--- config.mk ---
export PLATFORM = sky130hd
export DESIGN_NAME = mpf_ports
export DESIGN_NICKNAME = d
export VERILOG_FILES = /design/src/logic/mpf_pkg.sv /design/src/logic/mpf_sync_if.sv /design/src/logic/mpf_sync.sv /design/src/logic/mpf_ports.sv
export SDC_FILE = /design/constraint.sdc
export NUM_CORES = 1
export LEC_CHECK = 0
export ABC_AREA = 1
export BUFFER_PORTS_ARGS = -buffer_cell sky130_fd_sc_hd__buf_2
export CAP_MARGIN = 20
export CORE_UTILIZATION = 54
export CTS_CLUSTER_DIAMETER = 100
export DETAILED_ROUTE_END_ITERATION = 16
export HOLD_SLACK_MARGIN = 0.1
export PLACE_DENSITY = 0.77
export SYNTH_ARGS = -nofsm -noshare
export SYNTH_HDL_FRONTEND = slang
export SYNTH_SLANG_ARGS = --single-unit
--- constraint.sdc ---
create_clock -name clk_i -period 1.7 [get_ports clk_i]
set_input_delay 0.34 -clock clk_i [delete_from_list [all_inputs] [get_ports clk_i]]
set_output_delay 0.34 -clock clk_i [all_outputs]
set_load 0.02 [all_outputs]
--- src/logic/mpf_pkg.sv ---
// Purpose: Shared constants for the port and pin function block
// Assumes: 125 MHz CPU clock, classic Wishbone with 32-bit data
// Notes:   Byte offsets are word aligned; unused bits read zero
// Function
// - Group a input, one pull-up for upper three
// - Group b input, one pull-up, filter bit zero
// - Group c bidirectional, shared timer, clock, tone
// - Group d per-bit direction, one group pull-up
// - Groups e, f pull low only, idle after reset
// - Group g per-bit direction, key returns 0-3
// - Group h key returns 4-7, inputs after reset
// - Group i two bits, one pull-up setting
// - Dual-edge pin requests on both edges
// - Two pins select edge; filter or direct path
// - Rising test pin sets flag, no vector
// - Any key falling edge sets flag only
// - Event input passed on to timer counter
// - Alternate outputs driven when selected and group c set as output
// - Serial pins driven as serial mode requires
// - Sub oscillator pin readable as test bit
// - Pairs e-f and g-h move eight bits
package mpf_pkg;
   // ---------------------------------------------------------------
   // Timing
   // ---------------------------------------------------------------
   localparam int          CLK_MHZ   = 125;
   localparam int          FILT_NS   = 64;
   localparam int          FILT_CYC  = (FILT_NS * CLK_MHZ + 999) / 1000;
   localparam logic [3:0]  FILT_LAST = 4'(FILT_CYC - 1);
   // ---------------------------------------------------------------
   // Synchroniser lanes
   // ---------------------------------------------------------------
   localparam int SYNC_W  = 14;
   localparam int SY_DUAL = 0;
   localparam int SY_FILT = 1;
   localparam int SY_EDGB = 2;
   localparam int SY_RTST = 3;
   localparam int SY_EVT  = 4;
   localparam int SY_KEY  = 5;
   localparam int KEY_W   = 8;
   localparam int SY_SUB  = 13;
   // ---------------------------------------------------------------
   // Register byte offsets
   // ---------------------------------------------------------------
   localparam int          ADR_W = 8;
   localparam logic [7:0]  A_IN  = 8'h00;
   localparam logic [7:0]  A_CD  = 8'h04;
   localparam logic [7:0]  A_EF  = 8'h08;
   localparam logic [7:0]  A_GH  = 8'h0C;
   localparam logic [7:0]  A_I   = 8'h10;
   localparam logic [7:0]  A_DIR = 8'h14;
   localparam logic [7:0]  A_PU  = 8'h18;
   localparam logic [7:0]  A_ALT = 8'h1C;
   localparam logic [7:0]  A_STS = 8'h20;
   localparam logic [7:0]  A_MSK = 8'h24;
   // ---------------------------------------------------------------
   // Field positions
   // ---------------------------------------------------------------
   localparam int DIR_W = 11;
   localparam int DIR_C = 0;
   localparam int DIR_D = 1;
   localparam int DIR_G = 5;
   localparam int DIR_H = 9;
   localparam int DIR_I = 10;
   localparam int PU_W  = 7;
   localparam int ALT_W = 7;
   localparam int ALT_FEN   = 0;
   localparam int ALT_FRISE = 1;
   localparam int ALT_BRISE = 2;
   localparam int ALT_TMRA  = 3;
   localparam int ALT_TMRB  = 4;
   localparam int ALT_PCLK  = 5;
   localparam int ALT_TONE  = 6;
   localparam int ST_W    = 5;
   localparam int ST_DUAL = 0;
   localparam int ST_FILT = 1;
   localparam int ST_EDGB = 2;
   localparam int ST_RTST = 3;
   localparam int ST_KEY  = 4;
endpackage

--- src/logic/mpf_sync_if.sv ---
// Purpose: Carrier between the top and the edge synchroniser
// Assumes: Raw levels are asynchronous to clk_i
// Notes:   Rise and fall are one-cycle pulses
`timescale 1ns/1ps
interface mpf_sync_if;
   logic [mpf_pkg::SYNC_W-1:0] raw;
   logic                       ce;
   logic [mpf_pkg::SYNC_W-1:0] lvl;
   logic [mpf_pkg::SYNC_W-1:0] rise;
   logic [mpf_pkg::SYNC_W-1:0] fall;
   modport det (input raw, input ce, output lvl, output rise,
                output fall);
   modport usr (output raw, output ce, input lvl, input rise,
                input fall);
endinterface

--- src/logic/mpf_sync.sv ---
// Purpose: Two-stage synchroniser and edge detector per lane
// Assumes: ce low freezes every stage
// Notes:   Edge pulses come from the second and third stages
`timescale 1ns/1ps
module mpf_sync
   import mpf_pkg::*;
(
   // Clock and reset
   input  wire logic clk_i,
   input  wire logic rst_n_i,
   // Lanes
   mpf_sync_if.det   sy
);
   typedef struct packed {
      logic [SYNC_W-1:0] s1;
      logic [SYNC_W-1:0] s2;
      logic [SYNC_W-1:0] s3;
      logic [2:0]        warm;
   } mpf_sy_t;

   mpf_sy_t sy_ff;
   mpf_sy_t nxt_sy;

   // ---------------------------------------------------------------
   // Stages
   // ---------------------------------------------------------------
   // First stage feeds only the second, to contain metastability
   always_comb begin
      nxt_sy    = sy_ff;
      nxt_sy.s1 = sy.raw;
      nxt_sy.s2 = sy_ff.s1;
      nxt_sy.s3 = sy_ff.s2;
      // Fills with ones as the three stages take the real pin level
      nxt_sy.warm = 3'((sy_ff.warm << 1) | 3'h1);
   end

   always_ff @(posedge clk_i or negedge rst_n_i) begin
      if (!rst_n_i) begin
         sy_ff <= '0;
      end else if (sy.ce) begin
         sy_ff <= nxt_sy;
      end
   end

   // Per-lane edges; a held level yields one pulse only
   // Edges wait for a full pipe, so an idle-high pin gives none at reset
   for (genvar k = 0; k < SYNC_W; k++) begin : g_edge
      assign sy.lvl[k]  = sy_ff.s2[k];
      assign sy.rise[k] = (&sy_ff.warm) & sy_ff.s2[k] & ~sy_ff.s3[k];
      assign sy.fall[k] = (&sy_ff.warm) & ~sy_ff.s2[k] & sy_ff.s3[k];
   end
endmodule

--- src/logic/mpf_ports.sv ---
// Purpose: Port groups, shared pin functions and event flags
// Assumes: Pin inputs synchronous except edge inputs; ce_i gates all
// Notes:   Pin outputs lag register writes by one cycle
`timescale 1ns/1ps
module mpf_ports
   import mpf_pkg::*;
(
   // Clock, reset, enable
   input  wire logic              clk_i,
   input  wire logic              rst_n_i,
   input  wire logic              ce_i,
   // Wishbone slave
   input  wire logic              wb_cyc_i,
   input  wire logic              wb_stb_i,
   input  wire logic              wb_we_i,
   input  wire logic [mpf_pkg::ADR_W-1:0] wb_adr_i,
   input  wire logic [3:0]        wb_sel_i,
   input  wire logic [31:0]       wb_dat_i,
   output logic      [31:0]       wb_dat_o,
   output logic                   wb_ack_o,
   // Interrupts
   output logic                   irq_o,
   output logic      [2:0]        irq_vec_o,
   // Group a and serial pins
   input  wire logic [3:0]        a_in_i,
   output logic      [3:1]        a_out_o,
   output logic      [3:1]        a_oe_o,
   // Group b
   input  wire logic [3:0]        b_in_i,
   // Groups c and d
   input  wire logic [3:0]        c_in_i,
   output logic      [3:0]        c_out_o,
   output logic      [3:0]        c_oe_o,
   input  wire logic [3:0]        d_in_i,
   output logic      [3:0]        d_out_o,
   output logic      [3:0]        d_oe_o,
   // Open-drain groups e and f
   input  wire logic [3:0]        e_in_i,
   output logic      [3:0]        e_out_o,
   output logic      [3:0]        e_oe_o,
   input  wire logic [3:0]        f_in_i,
   output logic      [3:0]        f_out_o,
   output logic      [3:0]        f_oe_o,
   // Groups g, h and i
   input  wire logic [3:0]        g_in_i,
   output logic      [3:0]        g_out_o,
   output logic      [3:0]        g_oe_o,
   input  wire logic [3:0]        h_in_i,
   output logic      [3:0]        h_out_o,
   output logic      [3:0]        h_oe_o,
   input  wire logic [1:0]        i_in_i,
   output logic      [1:0]        i_out_o,
   output logic      [1:0]        i_oe_o,
   // Pull-up enables
   output logic      [mpf_pkg::PU_W-1:0] pu_o,
   // Sub oscillator pin
   input  wire logic              sub_osc_i,
   // Alternate sources
   input  wire logic              tmr_a_i,
   input  wire logic              tmr_b_i,
   input  wire logic              pclk_i,
   input  wire logic              tone_i,
   input  wire logic              ser_sck_out_i,
   input  wire logic              ser_sck_oe_i,
   input  wire logic              ser_so_out_i,
   input  wire logic              ser_so_oe_i,
   input  wire logic              ser_si_out_i,
   input  wire logic              ser_si_oe_i,
   // To internal units
   output logic      [2:0]        ser_pin_o,
   output logic                   evt_count_o
);
   typedef struct packed {
      logic              ack;
      logic [31:0]       rdat;
      logic [7:0]        cd_out;
      logic [7:0]        ef_lo;
      logic [7:0]        gh_out;
      logic [1:0]        i_dat;
      logic [DIR_W-1:0]  dir;
      logic [PU_W-1:0]   pu;
      logic [ALT_W-1:0]  alt;
      logic [ST_W-1:0]   sts;
      logic [ST_W-1:0]   msk;
      logic              filt_lvl;
      logic [3:0]        filt_cnt;
      logic              irq;
      logic [2:0]        vec;
      logic [2:0]        a_o;
      logic [2:0]        a_oe;
      logic [3:0]        c_o;
      logic [3:0]        c_oe;
      logic [3:0]        d_o;
      logic [3:0]        d_oe;
      logic [7:0]        ef_o;
      logic [7:0]        ef_oe;
      logic [3:0]        g_o;
      logic [3:0]        g_oe;
      logic [3:0]        h_o;
      logic [3:0]        h_oe;
      logic [1:0]        i_o;
      logic [1:0]        i_oe;
      logic [2:0]        ser;
      logic              evt;
   } mpf_st_t;

   mpf_st_t         st_ff;
   mpf_st_t         nxt_st;
   logic            req;
   logic            wr;
   logic [ST_W-1:0] set;
   logic [ST_W-1:0] clr;
   logic            f_rise;
   logic            f_fall;
   logic            f_edge;

   // ---------------------------------------------------------------
   // Edge synchroniser
   // ---------------------------------------------------------------
   mpf_sync_if sy ();

   // Lane order follows the sync indices in the package
   assign sy.raw = {sub_osc_i, h_in_i, g_in_i, b_in_i, a_in_i[0]};
   assign sy.ce  = ce_i;

   mpf_sync u_sync (
      .clk_i   (clk_i),
      .rst_n_i (rst_n_i),
      .sy      (sy)
   );

   // ---------------------------------------------------------------
   // Next state
   // ---------------------------------------------------------------
   // One process holds bus, filter, flags and pin drive
   always_comb begin
      nxt_st = st_ff;
      req    = wb_cyc_i & wb_stb_i;
      // Write lands on the edge where the master sees ack
      wr     = req & wb_we_i & st_ff.ack;
      clr    = '0;
      f_rise = 1'b0;
      f_fall = 1'b0;
      nxt_st.ack  = req & ~st_ff.ack;
      nxt_st.rdat = 32'h0;
      if (req && !st_ff.ack) begin
         case (wb_adr_i)
            A_IN:  nxt_st.rdat = {23'h0, sy.lvl[SY_SUB], b_in_i,
                                  a_in_i};
            A_CD:  nxt_st.rdat = {24'h0, d_in_i, c_in_i};
            A_EF:  nxt_st.rdat = {24'h0, f_in_i, e_in_i};
            A_GH:  nxt_st.rdat = {24'h0, h_in_i, g_in_i};
            A_I:   nxt_st.rdat = {30'h0, i_in_i};
            A_DIR: nxt_st.rdat = {21'h0, st_ff.dir};
            A_PU:  nxt_st.rdat = {25'h0, st_ff.pu};
            A_ALT: nxt_st.rdat = {25'h0, st_ff.alt};
            A_STS: nxt_st.rdat = {27'h0, st_ff.sts};
            A_MSK: nxt_st.rdat = {27'h0, st_ff.msk};
            default: nxt_st.rdat = 32'h0;
         endcase
      end
      if (wr && wb_sel_i[0]) begin
         case (wb_adr_i)
            A_CD:  nxt_st.cd_out     = wb_dat_i[7:0];
            A_EF:  nxt_st.ef_lo      = ~wb_dat_i[7:0];
            A_GH:  nxt_st.gh_out     = wb_dat_i[7:0];
            A_I:   nxt_st.i_dat      = wb_dat_i[1:0];
            A_DIR: nxt_st.dir[7:0]   = wb_dat_i[7:0];
            A_PU:  nxt_st.pu         = wb_dat_i[PU_W-1:0];
            A_ALT: nxt_st.alt        = wb_dat_i[ALT_W-1:0];
            A_STS: clr               = wb_dat_i[ST_W-1:0];
            A_MSK: nxt_st.msk        = wb_dat_i[ST_W-1:0];
            default: clr             = '0;
         endcase
      end
      if (wr && wb_sel_i[1] && wb_adr_i == A_DIR) begin
         nxt_st.dir[DIR_W-1:8] = wb_dat_i[DIR_W-1:8];
      end

      // Noise filter: level must differ for FILT_CYC cycles
      if (sy.lvl[SY_FILT] == st_ff.filt_lvl) begin
         nxt_st.filt_cnt = 4'h0;
      end else if (st_ff.filt_cnt == FILT_LAST) begin
         nxt_st.filt_cnt = 4'h0;
         nxt_st.filt_lvl = sy.lvl[SY_FILT];
         f_rise          = sy.lvl[SY_FILT];
         f_fall          = ~sy.lvl[SY_FILT];
      end else begin
         nxt_st.filt_cnt = st_ff.filt_cnt + 4'h1;
      end
      // Filtered path trades latency for glitch immunity
      if (st_ff.alt[ALT_FEN]) begin
         f_edge = st_ff.alt[ALT_FRISE] ? f_rise : f_fall;
      end else begin
         f_edge = st_ff.alt[ALT_FRISE] ? sy.rise[SY_FILT]
                                       : sy.fall[SY_FILT];
      end

      // Event flags
      set          = '0;
      set[ST_DUAL] = sy.rise[SY_DUAL] | sy.fall[SY_DUAL];
      set[ST_FILT] = f_edge;
      set[ST_EDGB] = st_ff.alt[ALT_BRISE] ? sy.rise[SY_EDGB]
                                          : sy.fall[SY_EDGB];
      set[ST_RTST] = sy.rise[SY_RTST];
      set[ST_KEY]  = |sy.fall[SY_KEY +: KEY_W];
      // A new event wins over a clear in the same cycle
      nxt_st.sts = (st_ff.sts & ~clr) | set;
      // Only the three vectored pins raise a request pulse
      nxt_st.vec = set[ST_EDGB:ST_DUAL];
      nxt_st.irq = |(nxt_st.sts & nxt_st.msk);

      // Group c: alternate sources replace the data latch
      nxt_st.c_o[0] = st_ff.alt[ALT_TMRA] ? tmr_a_i
                                          : st_ff.cd_out[0];
      nxt_st.c_o[1] = st_ff.alt[ALT_TMRB] ? tmr_b_i
                                          : st_ff.cd_out[1];
      nxt_st.c_o[2] = st_ff.alt[ALT_PCLK] ? pclk_i
                                          : st_ff.cd_out[2];
      nxt_st.c_o[3] = st_ff.alt[ALT_TONE] ? tone_i
                                          : st_ff.cd_out[3];
      nxt_st.c_oe   = {4{st_ff.dir[DIR_C]}};
      nxt_st.d_o    = st_ff.cd_out[7:4];
      nxt_st.d_oe   = st_ff.dir[DIR_D +: 4];
      // Open drain: only ever pulls low, released after reset
      nxt_st.ef_o   = 8'h00;
      nxt_st.ef_oe  = st_ff.ef_lo;
      nxt_st.g_o    = st_ff.gh_out[3:0];
      nxt_st.g_oe   = st_ff.dir[DIR_G +: 4];
      nxt_st.h_o    = st_ff.gh_out[7:4];
      nxt_st.h_oe   = {4{st_ff.dir[DIR_H]}};
      nxt_st.i_o    = st_ff.i_dat;
      nxt_st.i_oe   = {2{st_ff.dir[DIR_I]}};
      // Serial unit owns drive of the three shared group a pins
      nxt_st.a_o    = {ser_si_out_i, ser_so_out_i, ser_sck_out_i};
      nxt_st.a_oe   = {ser_si_oe_i, ser_so_oe_i, ser_sck_oe_i};
      nxt_st.ser    = a_in_i[3:1];
      nxt_st.evt    = sy.lvl[SY_EVT];
   end

   // ---------------------------------------------------------------
   // State register
   // ---------------------------------------------------------------
   // All-zero reset: inputs only, open drain released, flags clear
   always_ff @(posedge clk_i or negedge rst_n_i) begin
      if (!rst_n_i) begin
         st_ff <= '0;
      end else if (ce_i) begin
         st_ff <= nxt_st;
      end
   end

   // ---------------------------------------------------------------
   // Outputs
   // ---------------------------------------------------------------
   assign wb_ack_o    = st_ff.ack;
   assign wb_dat_o    = st_ff.rdat;
   assign irq_o       = st_ff.irq;
   assign irq_vec_o   = st_ff.vec;
   assign a_out_o     = st_ff.a_o;
   assign a_oe_o      = st_ff.a_oe;
   assign c_out_o     = st_ff.c_o;
   assign c_oe_o      = st_ff.c_oe;
   assign d_out_o     = st_ff.d_o;
   assign d_oe_o      = st_ff.d_oe;
   assign e_out_o     = st_ff.ef_o[3:0];
   assign e_oe_o      = st_ff.ef_oe[3:0];
   assign f_out_o     = st_ff.ef_o[7:4];
   assign f_oe_o      = st_ff.ef_oe[7:4];
   assign g_out_o     = st_ff.g_o;
   assign g_oe_o      = st_ff.g_oe;
   assign h_out_o     = st_ff.h_o;
   assign h_oe_o      = st_ff.h_oe;
   assign i_out_o     = st_ff.i_o;
   assign i_oe_o      = st_ff.i_oe;
   // One enable per group; bit 0 covers the upper three of group a
   assign pu_o        = st_ff.pu;
   assign ser_pin_o   = st_ff.ser;
   assign evt_count_o = st_ff.evt;
endmodule

==> metrics.log, run 1 <==
INFO  metric length_of_the_first_detailed_routing_pass_in_iterations = 5
INFO  metric die-height = about 130 um
INFO  metric global_route.overflow_total = 0
INFO  metric detail_route.vias_per_cell = between 4 and 5
INFO  metric worst_setup_hold_path_clk_slew = 0.07 ns
INFO  metric hold_path_startpoint = ser_so_out_i
INFO  metric boundaryPins = between 200 and 250
INFO  metric post-route-drc-count = 0
INFO  metric sequential_cell_area = about 4300 sq um
INFO  metric io_buffers = about 150
INFO  metric synthArstFlopShare = 100.0%
INFO  metric required_time_of_the_worst_setup_path = between 2 and 2.5 ns
INFO  metric fill_cells = 1,352
INFO  metric setup_viol = 0
INFO  metric slew_violations = 0
INFO  metric hpwl = roughly 14,000 um
INFO  metric synthDistinctLibCells = 38
INFO  metric cp.arrival = roughly 1.9 ns
INFO  metric final_min_period_over_clock_period = 90.75%
INFO  metric cts.sinks = approximately 170
INFO  metric tritoncts = built
INFO  metric gp_routability_congestion = roughly 0.9
INFO  metric p_leak = 0.005290 uW
INFO  metric synth.ff_latch_count = roughly 170
INFO  metric critical-path-slowest-cell = sky130_fd_sc_hd__dfrtp_2
INFO  metric layout-area-overhead-vs-synth = 13.26%
INFO  metric cp-end-kind = flop
INFO  metric status = completed
INFO  metric synth-seq-area-share = 50.46%
INFO  metric timing.critical_path.mode_cell = sky130_fd_sc_hd__nand2_1
INFO  metric startpoint = wb_ack_o$_DFFE_PN0P_
INFO  metric count_of_synthesis_stage_warnings_from_yosys = 0
INFO  metric postSynth.topFlopCell = sky130_fd_sc_hd__dfrtp_1
INFO  metric insertion_delay = roughly 0.43 ns
INFO  metric cts-buffers-inserted = 17
INFO  metric worst-path-max-fanout = 7
INFO  metric count_of_flip_flops_with_a_built_in_enable_after_synthesis = 0
INFO  metric syn_avg_cell_area = approximately 8.4 sq um
INFO  metric min_to = a_out_o[2]$_DFFE_PN0P_
INFO  metric grt_pass1_vias = 6,191
INFO  metric vdd.ir_drop.worst = 0.7363 mV
INFO  metric min_period = 1.543 ns
INFO  metric diodes = 0
INFO  metric r2r_setup_slack = 0.16 ns
INFO  metric worst_hold_path.num_cells = 3
INFO  metric core_area = about 15,000 sq um
INFO  metric finalHoldViolCount = 0
INFO  metric initial_core_util = a little under three fifths
INFO  metric worstSetupStartpointType = flop
INFO  metric timing.fmax = roughly 0.65 GHz
INFO  metric rows = 45
INFO  metric skew = 0.007668 ns
INFO  metric cp_peak_stage_delay = between 0.4 and 0.5 ns
INFO  metric grt_usage = 25.76%
INFO  metric grt_max_degree = 69
INFO  metric die_width = between 100 and 150 um
INFO  metric synth_top_area_cells = sky130_fd_sc_hd__dfrtp_1, sky130_fd_sc_hd__nand2_1, sky130_fd_sc_hd__buf_4, sky130_fd_sc_hd__o21ai_0, sky130_fd_sc_hd__inv_1
INFO  metric cell_count_post_placement = 1,304
INFO  metric layout.cells.non_filler = approximately 1,300
INFO  metric synthTopCellsByCount = sky130_fd_sc_hd__nand2_1, sky130_fd_sc_hd__dfrtp_1, sky130_fd_sc_hd__buf_4, sky130_fd_sc_hd__o21ai_0, sky130_fd_sc_hd__inv_1
INFO  metric antenna_found_initial = 0
INFO  metric routed_wirelength = 19,630 um
INFO  metric share_of_final_layout_standard_cells_stronger_than_drive_strength_1 = between 20% and 30%
INFO  metric cp_cell_sequence = nand3_4 -> nor2_8 -> nand3_4 -> nand2_1 -> o21ai_1 -> nand2_1 -> nand2_1 -> nor2_1 -> a21oi_1
INFO  metric cts-htree-levels = 4
INFO  metric timing.rr.end = irq_o$_DFFE_PN0P_
INFO  metric route.antenna.remaining_nets = 0
INFO  metric dpl_worst_slack = -0.03582 ns
INFO  metric drc_violation_total_after_the_first_tritonroute_iteration = approximately 470
INFO  metric detailroute.via_count = ~6,600
INFO  metric global_route_wire_length_before_repair = about 32,000 um
INFO  metric crit_type = reg2reg
INFO  metric regToRegStartpoint = wb_ack_o$_DFFE_PN0P_
INFO  metric power.density_cell_area = 948.8 nW/um^2
INFO  metric worst-r2r-cell-count = 9
INFO  metric synth.most_common_cell = sky130_fd_sc_hd__nand2_1
INFO  metric clockBufferDepth = 2
INFO  metric nets = ~1,200
INFO  metric postSynthCellCount = between 1,000 and 1,500
INFO  metric synth_area = 8529 sq um
INFO  metric timing.final.ws_setup = 0.1573 ns
INFO  metric timing.hold.worst.class = in2reg
INFO  metric cts.root.buffer_cell = sky130_fd_sc_hd__clkbuf_16
INFO  metric detail_route.wl_per_cell = ~15 um
INFO  metric fp.dieArea = approximately 16,000 sq um
INFO  metric rsz_0062_raised_after_global_routing = false
INFO  metric synthDominantCellAreaShare = between 50% and 60%
INFO  metric drv_cap = 0
INFO  metric multiInputGateArea = ~3200 sq um
INFO  metric yosysTopAreaCell = sky130_fd_sc_hd__dfrtp_1
INFO  metric final_util = 63.08%
-- worst max-delay path by stage --
stage,to,slack [ns],depth (start not counted)
5_1_grt,irq_o$_DFFE_PN0P_,0.04,9
4_1_cts,irq_o$_DFFE_PN0P_,0.06,9
2_1_floorplan,st_ff[85]$_DFFE_PN0P_,0.13,8
3_3_place_gp,wb_dat_o[2]$_DFFE_PN0P_,0.02,11
6_report,irq_o$_DFFE_PN0P_,0.16,9
3_5_place_dp,irq_o$_DFFE_PN0P_,-0.04,9
-- registers in the layout, summed over array words and instances, names as in the netlist, 7 cells and up --
signal         flops
u_sync.sy_ff      14
nxt_st            33
st_ff             26
u_sync.nxt_sy     16
u_sync.sy.lvl     14
wb_dat_o          11
pu_o               7
-- metrics by stage --
step                hold WS [ns]  total power, uW  instance area (sq um)  setup TNS, ns
CTS                       0.1010             9218                   9652              0
detailed placement        0.2756             5538                   9030       -0.06146
global placement          0.2766             5504                   9030              0
finish                    0.1122             9166                   9661              0
global route              0.1052             9575                   9661              0
floorplan                0.04441             5184                   8635              0
-- layer usage --
layer | vias to the layer above | track usage (%) | part of all wire [%]
met1 | 3104 | 34.18 | 45
met5 | - | 0 | 0
li1 | 3271 | - | -
met4 | 0 | 8.512 | 2.0
met2 | 194 | 42.24 | 48
met3 | 28 | 5.676 | 5.3
-- kinds of logic after synthesis --
group / synth area share, %
adders and majority gates: 0.1467
other: 0.04397
AOI/OAI and AO/OA: 8.508
xor gates and xnor gates: 0.4108
DFF: 50.46
buffers and inverters: 13.82
muxes: 0.3960
and+or+nand+nor: 26.21
-- cell usage in the layout, fill, tap and decap left out, types with 3 or more instances in the layout --
cell / n
sky130_fd_sc_hd__clkbuf_16: 17
sky130_fd_sc_hd__inv_2: 8
sky130_fd_sc_hd__nand3_4: 5
sky130_fd_sc_hd__nand3b_1: 5
sky130_fd_sc_hd__nor3_1: 5
sky130_fd_sc_hd__inv_8: 4
sky130_fd_sc_hd__clkinv_4: 5
sky130_fd_sc_hd__o21ai_2: 21
sky130_fd_sc_hd__inv_1: 51
sky130_fd_sc_hd__o21ai_1: 26
sky130_fd_sc_hd__clkinvlp_4: 4
sky130_fd_sc_hd__nand2_4: 5
sky130_fd_sc_hd__nor2_4: 8
sky130_fd_sc_hd__a21oi_1: 6
sky130_fd_sc_hd__mux2_1: 3
sky130_fd_sc_hd__conb_1: 29
sky130_fd_sc_hd__nand2_2: 8
sky130_fd_sc_hd__buf_12: 7
sky130_fd_sc_hd__nand3_1: 24
sky130_fd_sc_hd__buf_2: 146
sky130_fd_sc_hd__buf_4: 26
sky130_fd_sc_hd__dlygate4sd3_1: 6
sky130_fd_sc_hd__xor2_1: 3
sky130_fd_sc_hd__o21ai_0: 55
sky130_fd_sc_hd__nand2_1: 418
sky130_fd_sc_hd__dfrtp_1: 171
sky130_fd_sc_hd__o22ai_1: 6
sky130_fd_sc_hd__nor2_1: 38
-- power by group --
group	leakage [uW]	total, uW	internal [uW]	switching [uW]
registers	0.00228	4470	4320	151
logic	0.00275	1020	336	679
clock network	0.000264	3680	1920	1760
total	0.00529	9170	6580	2590
-- critical path: cells and delay by family, from the launching register on --
kind / cells / cell delay, ns
compound gates: 2 / 0.17
flops: 1 / 0.42
simple gates: 7 / 0.83
-- final cells by class --
cell class                 count  area share, %
clock buffer                  17          4.404
clock inverter                15          1.412
inverter                      61          2.409
multi-input combinational    680          32.70
sequential                   172          44.57
tap                          211          2.733
timing repair buffer         186          11.77
-- repair_timing --
action	CTS	global route
buffers inserted	0	0
pin swaps	0	0
resized for setup	1	2
hold buffers	6	0
setup endpoints to repair	1	2
hold endpoints to repair	41	0
No activity file was read; power rests on OpenSTA's default activity.
==> run 2, diff against run 1 <==
--- a/config.mk
+++ b/config.mk
@@ -8,11 +8,11 @@
 export ABC_AREA = 1
 export BUFFER_PORTS_ARGS = -buffer_cell sky130_fd_sc_hd__buf_2
 export CAP_MARGIN = 20
-export CORE_UTILIZATION = 54
+export CORE_UTILIZATION = 58
 export CTS_CLUSTER_DIAMETER = 100
 export DETAILED_ROUTE_END_ITERATION = 16
 export HOLD_SLACK_MARGIN = 0.1
-export PLACE_DENSITY = 0.77
+export PLACE_DENSITY = 0.82
 export SYNTH_ARGS = -nofsm -noshare
 export SYNTH_HDL_FRONTEND = slang
 export SYNTH_SLANG_ARGS = --single-unit
==> constraint.sdc (replaced) <==
create_clock -name clk_i -period 1.8 [get_ports clk_i]
set_input_delay 0.36 -clock clk_i [delete_from_list [all_inputs] [get_ports clk_i]]
set_output_delay 0.36 -clock clk_i [all_outputs]
set_load 0.02 [all_outputs]
==> run 2 against run 1 <==
  * Global-route usage is 2.1 points higher
  * Combinational power is 7% lower
  * Flip-flop and latch count stayed put
  * Worst hold slack better by 0.0092 ns
  * Routed wire length is 0.56% higher
  * Clock power is 2% higher
  * Sequential power is 5.6% lower
  * Sequential share of layout area is 0.21 points higher
  * Clock-buffer cell count is 4 higher
  * Setup slack worse by 0.020 ns
  * Design area is 0.51% lower
  * Critical endpoint is now st_ff[82]$_DFFE_PN0P_
==> metrics.log, run 2 (synthesis gave the netlist of run 1 again) <==
INFO  metric power.density_cell_area = 928.6 nW/um^2
INFO  metric cell_count_post_placement = ~1,300
INFO  metric cts.sinks = 172
INFO  metric flip_flop_count_of_the_largest_register_all_copies_and_words_added = 33
INFO  metric detail_route.wl_per_cell = 15.10 um
INFO  metric vdd.ir_drop.worst = 0.7324 mV
INFO  metric drv_cap = 0
INFO  metric routed_wirelength = about 20,000 um
INFO  metric detailroute.via_count = 6,848
INFO  metric diodes = 0
INFO  metric io_buffers = between 100 and 150
INFO  metric gp_routability_congestion = 0.9332
INFO  metric critical-path-slowest-cell = sky130_fd_sc_hd__dfrtp_1
INFO  metric tritoncts = built
INFO  metric worst_setup_hold_path_clk_slew = around 0.06 ns
INFO  metric sum_of_negative_setup_slack = 0 ns
INFO  metric initial_core_util = 60.51%
INFO  metric min_period = 1.663 ns
INFO  metric setup_viol = 0
INFO  metric worst-path-max-fanout = 14
INFO  metric finalHoldViolCount = 0
INFO  metric share_of_final_layout_standard_cells_stronger_than_drive_strength_1 = between 20% and 30%
INFO  metric antenna_found_initial = 0
INFO  metric rows = 43
INFO  metric die-height = between 100 and 150 um
INFO  metric detail_route.vias_per_cell = roughly 5.2
INFO  metric grt_pass1_vias = 6,298
INFO  metric mostFrequentLayoutCell = sky130_fd_sc_hd__nand2_1
INFO  metric fp.dieArea = approximately 15,000 sq um
INFO  metric grt_usage = 27.83%
INFO  metric p_leak = roughly 0.0053 uW
INFO  metric drc_violation_total_after_the_first_tritonroute_iteration = 582
INFO  metric grt_max_degree = slightly above 80
INFO  metric final_min_period_over_clock_period = just over 90%
INFO  metric length_of_the_first_detailed_routing_pass_in_iterations = 7
INFO  metric route.antenna.remaining_nets = 0
INFO  metric dpl_worst_slack = ~0.054 ns
INFO  metric nets = 1,210
INFO  metric slew_violations = 0
INFO  metric cp.arrival = 1.98 ns
INFO  metric cp_cell_sequence = nand3_4 -> nor2_8 -> inv_4 -> nor2_8 -> nand3_4 -> nand2_1 -> o21ai_2
INFO  metric required_time_of_the_worst_setup_path = between 2 and 2.5 ns
INFO  metric postCtsSetupBuffers = 0
INFO  metric boundaryPins = around 200
INFO  metric r2r_setup_slack = 0.14 ns
INFO  metric global_route_wire_length_before_repair = roughly 31,000 um
INFO  metric cts-htree-levels = 4
INFO  metric core_area = 14,100 sq um
INFO  metric status = completed
INFO  metric cts-buffers-inserted = 17
INFO  metric final_util = slightly below 70%
INFO  metric global_route.overflow_total = 0
INFO  metric timing.fmax = ~0.60 GHz
INFO  metric cts.root.buffer_cell = sky130_fd_sc_hd__clkbuf_16
INFO  metric worstSetupStartpointType = flop
INFO  metric timing.final.ws_setup = 0.1369 ns
INFO  metric hpwl = approximately 14,000 um
INFO  metric layout.cells.non_filler = between 1,000 and 1,500
INFO  metric skew = ~0.0083 ns
INFO  metric timing.hold.worst.class = in2reg
INFO  metric insertion_delay = 0.44 ns
INFO  metric layout.cells.most_common_list = sky130_fd_sc_hd__nand2_1, sky130_fd_sc_hd__dfrtp_1, sky130_fd_sc_hd__buf_2
INFO  metric layout-area-overhead-vs-synth = 12.69%
INFO  metric crit_type = reg2reg
INFO  metric rsz_0062_raised_after_global_routing = false
INFO  metric final_area = between 9000 and 10,000 sq um
INFO  metric cp-end-kind = flop
INFO  metric die_width = between 100 and 150 um
INFO  metric clockBufferDepth = 2
INFO  metric cp_peak_stage_delay = around 0.48 ns
INFO  metric post-route-drc-count = 0
INFO  metric postPlaceCellArea = ~9000 sq um
==> run 2: cell count changes in the layout (fill, tap and decap cells not counted), sizes merged <==
| cell | change |
|---|---|
| buf | +1 |
| inv | -6 |
| bufinv | +3 |
| dlygate4sd3 | -5 |
| clkbuf | +4 |
| clkinv | +1 |
| clkinvlp | -2 |
==> run 2: power breakdown <==
part / internal, uW / switching [uW]
combinational: 311 / 638
sequential: 4080 / 143
clock: 2250 / 1500
==> run 2: worst paths after layout <==
kind	to	cells after the start	startpoint
worst max-delay path	st_ff[82]$_DFFE_PN0P_	7	wb_ack_o$_DFFE_PN0P_
worst min-delay path	nxt_st[30]$_DFFE_PN0P_	2	wb_dat_i[6]
worst max register to register	st_ff[82]$_DFFE_PN0P_	7	wb_ack_o$_DFFE_PN0P_
worst min register to register	h_out_o[0]$_DFFE_PN0P_	2	h_out_o[0]$_DFFE_PN0P_
max in group asynchronous	u_sync.sy_ff[12]$_DFFE_PN0P_	3	rst_n_i
min in group asynchronous	nxt_st[28]$_DFFE_PN0P_	2	rst_n_i
==> run 2: critical path: cells and delay by family, from the launching register on <==
family / cells / cell delay [ns]
DFF: 1 / 0.48
buffers and inverters: 1 / 0.06
and+or+nand+nor: 5 / 0.94
AOI/OAI and AO/OA: 1 / 0.06
==> run 2: metal layers <==
metal / GRT usage, % / up-vias / routed length [um]
met1: 36.70 / 3275 / 8281
met4: 14.76 / 0 / 783
met5: 0 / - / 0
met2: 43.99 / 268 / 9445
li1: - / 3251 / -
met3: 4.982 / 54 / 1228
==> run 2: repair_timing <==
item,CTS,global route
hold buffers,1,0
resized for setup,0,1
endpoints found under the setup margin,0,1
endpoints found under the hold margin,26,0
==> run 2: cell type report <==
class / count / area [sq um]
Sequential cell: 172 / 4304
Clock buffer: 21 / 460.4
Tap cell: 180 / 225.2
Inverter: 61 / 232.7
Fill cell: 1157 / 4484
Clock inverter: 11 / 142.6
Timing Repair Buffer: 182 / 1095
Multi-Input combinational cell: 680 / 3152
==> run 2: through the flow <==
stage | hold WS, ns | power, uW
2_1_floorplan | 0.06441 | 4896
3_3_place_gp | 0.2687 | 5198
3_5_place_dp | 0.2663 | 5232
4_1_cts | 0.1106 | 8945
5_1_grt | 0.1187 | 9265
6_report | 0.1214 | 8925
==> run 3, diff against run 2 <==
--- a/config.mk
+++ b/config.mk
@@ -13,6 +13,7 @@
 export DETAILED_ROUTE_END_ITERATION = 16
 export HOLD_SLACK_MARGIN = 0.1
 export PLACE_DENSITY = 0.82
+export REMOVE_ABC_BUFFERS = 1
 export SYNTH_ARGS = -nofsm -noshare
 export SYNTH_HDL_FRONTEND = slang
 export SYNTH_SLANG_ARGS = --single-unit
==> run 3 against run 2 <==
  * Flip-flop and latch count stayed put
  * Register-to-register slack hardly changed
  * Clock-buffer cell count is 2 lower
  * Via count is 2.8% lower
  * Clock power is 3% higher
  * Worst hold slack worse by 0.010 ns
  * Die area stayed put
  * Sequential share of layout area is 0.39 points higher
  * Global-route usage is 1.3 points lower
  * Combinational power is 1% lower
  * First-iteration DRC count is 18% higher
==> metrics.log, run 3 (synthesis gave the netlist of run 1 again) <==
INFO  metric worstPathBufferInverterCount = 0
INFO  metric boundaryPins = around 200
INFO  metric cell_count_post_placement = roughly 1,300
INFO  metric sum_of_negative_setup_slack = 0 ns
INFO  metric rows = between 40 and 50
INFO  metric setup_viol = 0
INFO  metric cts.sinks = between 150 and 200
INFO  metric postCtsSetupBuffers = 0
INFO  metric share_comb_of_total_power = between 10% and 20%
INFO  metric worstSetupStartpointType = flop
INFO  metric cts-htree-levels = 4
INFO  metric timing.fmax = ~0.6 GHz
INFO  metric kind_of_cell_adding_the_most_delay_to_the_critical_path = simple AND/OR/NAND/NOR gates
INFO  metric timing.rr.end = irq_o$_DFFE_PN0P_
INFO  metric cp-end-kind = flop
INFO  metric nets = 1,199
INFO  metric fill_cells = 1,139
INFO  metric grt_pass1_vias = between 6,000 and 7,000
INFO  metric status = completed
INFO  metric worst_setup_hold_path_clk_slew = 0.06 ns
INFO  metric crit_type = reg2reg
INFO  metric detail_route.vias_per_cell = 5.137
INFO  metric flip_flop_count_of_the_largest_register_all_copies_and_words_added = 33
INFO  metric io_buffers = approximately 150
INFO  metric grt_use_met3 = approximately 5%
INFO  metric layout-area-overhead-vs-synth = 11.72%
INFO  metric cellInternalPower = 6727 uW
INFO  metric grt_util_met1 = approximately a third
INFO  metric insertion_delay = about 0.43 ns
INFO  metric global_route.overflow_total = 0
INFO  metric grt_most_used_layer = met2
INFO  metric seqPwrFrac = between 40% and 50%
INFO  metric drc_violation_total_after_the_first_tritonroute_iteration = between 600 and 700
INFO  metric antenna_found_initial = 0
INFO  metric grt_max_degree = between 90 and 100
INFO  metric cp.arrival = roughly 2.0 ns
INFO  metric min_period = roughly 1.7 ns
INFO  metric cp_peak_stage_delay = 0.47 ns
INFO  metric share_of_final_layout_standard_cells_stronger_than_drive_strength_1 = 23.68%
INFO  metric required_time_of_the_worst_setup_path = about 2.2 ns
INFO  metric cts-buffers-inserted = 17
INFO  metric worst-path-max-fanout = 7
INFO  metric hold_path_startpoint = wb_dat_i[5]
INFO  metric vdd.ir_drop.worst = between 0.6 and 0.7 mV
INFO  metric dpl_worst_slack = about 0.044 ns
INFO  metric slew_violations = 0
INFO  metric timing.final.ws_setup = approximately 0.14 ns
INFO  metric clockBufferDepth = 2
INFO  metric finalHoldViolCount = 0
INFO  metric worst-r2r-cell-count = 8
INFO  metric rsz_0062_raised_after_global_routing = false
INFO  metric p_leak = 0.005257 uW
INFO  metric grt_usage = a little over a quarter
INFO  metric hpwl = ~14,000 um
INFO  metric gp_routability_congestion = approximately 0.95
INFO  metric cp_cell_sequence = nand3_4 -> nor2_8 -> nand3_2 -> o21ai_0 -> nand2_1 -> nand2_1 -> nor2_1 -> a21oi_1
INFO  metric min_to = nxt_st[29]$_DFFE_PN0P_
INFO  metric core_area = 14,100 sq um
INFO  metric switching_share = between 20% and 30%
INFO  metric layout.cells.most_common_list = sky130_fd_sc_hd__nand2_1, sky130_fd_sc_hd__dfrtp_1, sky130_fd_sc_hd__buf_2
INFO  metric drv_cap = 0
INFO  metric die_width = 123.3 um
INFO  metric r2r_setup_slack = approximately 0.14 ns
INFO  metric worst_hold_path.num_cells = 2
INFO  metric layout.cells.non_filler = roughly 1,300
INFO  metric detail_route.wl_per_cell = 14.99 um
INFO  metric power.clock.fraction = 42.7%
INFO  metric netSwitchingPower = 2296 uW
INFO  metric tritoncts = built
INFO  metric route.antenna.remaining_nets = 0
INFO  metric power.density_cell_area = around 950 nW/um^2
INFO  metric fp.dieArea = approximately 15,000 sq um
INFO  metric cts.root.buffer_cell = sky130_fd_sc_hd__clkbuf_16
INFO  metric total_power = about 9000 uW
INFO  metric groute.layer.met2.usage = 44.80%
INFO  metric timing.hold.worst.class = in2reg
INFO  metric post-route-drc-count = 0
INFO  metric detailroute.via_count = roughly 6,700
INFO  metric die-height = about 120 um
INFO  metric final_hold_slack = 0.1113 ns
INFO  metric initial_core_util = 60.51%
INFO  metric final_min_period_over_clock_period = ~90%
INFO  metric routed_wirelength = roughly 19,000 um
INFO  metric regToRegStartpoint = wb_ack_o$_DFFE_PN0P_
INFO  metric skew = 0.004829 ns
INFO  metric timing.critical_path.mode_cell = sky130_fd_sc_hd__nand2_1
INFO  metric length_of_the_first_detailed_routing_pass_in_iterations = 6
INFO  metric mostFrequentLayoutCell = sky130_fd_sc_hd__nand2_1
INFO  metric critical-path-slowest-cell = sky130_fd_sc_hd__dfrtp_1
INFO  metric global_route_wire_length_before_repair = 30,240 um
-- run 3: how the worst max path moves through the flow --
| stage | startpoint | endpoint | slack [ns] | cells past startpoint |
|---|---|---|---|---|
| 3_5_place_dp | wb_adr_i[3] | wb_dat_o[1]$_DFFE_PN0P_ | 0.04 | 10 |
| 6_report | wb_ack_o$_DFFE_PN0P_ | irq_o$_DFFE_PN0P_ | 0.14 | 8 |
| 2_1_floorplan | ce_i | nxt_st[19]$_DFFE_PN0P_ | -0.11 | 4 |
| 3_3_place_gp | wb_adr_i[3] | wb_dat_o[2]$_DFFE_PN0P_ | 0.05 | 10 |
| 5_1_grt | wb_ack_o$_DFFE_PN0P_ | irq_o$_DFFE_PN0P_ | 0.04 | 8 |
| 4_1_cts | wb_ack_o$_DFFE_PN0P_ | irq_o$_DFFE_PN0P_ | 0.17 | 8 |
-- run 3: power by group through the flow --
| stage | Combinational (uW) | Clock, uW | Sequential [uW] |
|---|---|---|---|
| 2_1_floorplan | 467 | 0 | 4300 |
| 3_3_place_gp | 896 | 0 | 4280 |
| 3_5_place_dp | 922 | 0 | 4290 |
| 4_1_cts | 939 | 3880 | 4220 |
| 5_1_grt | 1050 | 4030 | 4250 |
| 6_report | 936 | 3860 | 4230 |
-- run 3: cell type report --
cell class	instances	area [sq um]	share of cell area, %
clock buffers	19	442.9	4.648
diodes	1	2.502	0.02626
well taps	180	225.2	2.363
clock inverters	12	170.2	1.786
multi-input cells	680	3152	33.08
repair buffers	171	999.7	10.49
flip-flops and latches	172	4304	45.17
inverters	61	232.7	2.442
-- run 3: per-layer routing --
metal	routed length [um]	share of wire [%]
met4	425	2.2
met2	9699	50
met3	1089	5.6
met5	0	0
met1	8214	42
-- run 3: stage by stage --
stage                     util [%]  area (sq um)
after floorplan                  -          7687
after global placement       63.16          8904
after detailed placement     63.16          8904
after CTS                    67.58          9527
after global routing         67.58          9527
final                        67.60          9529
-- run 3: repair_timing --
item                                   in CTS  in global routing
hold buffers                                1                  0
resized for setup                           0                  0
endpoints found under the hold margin      41                  0
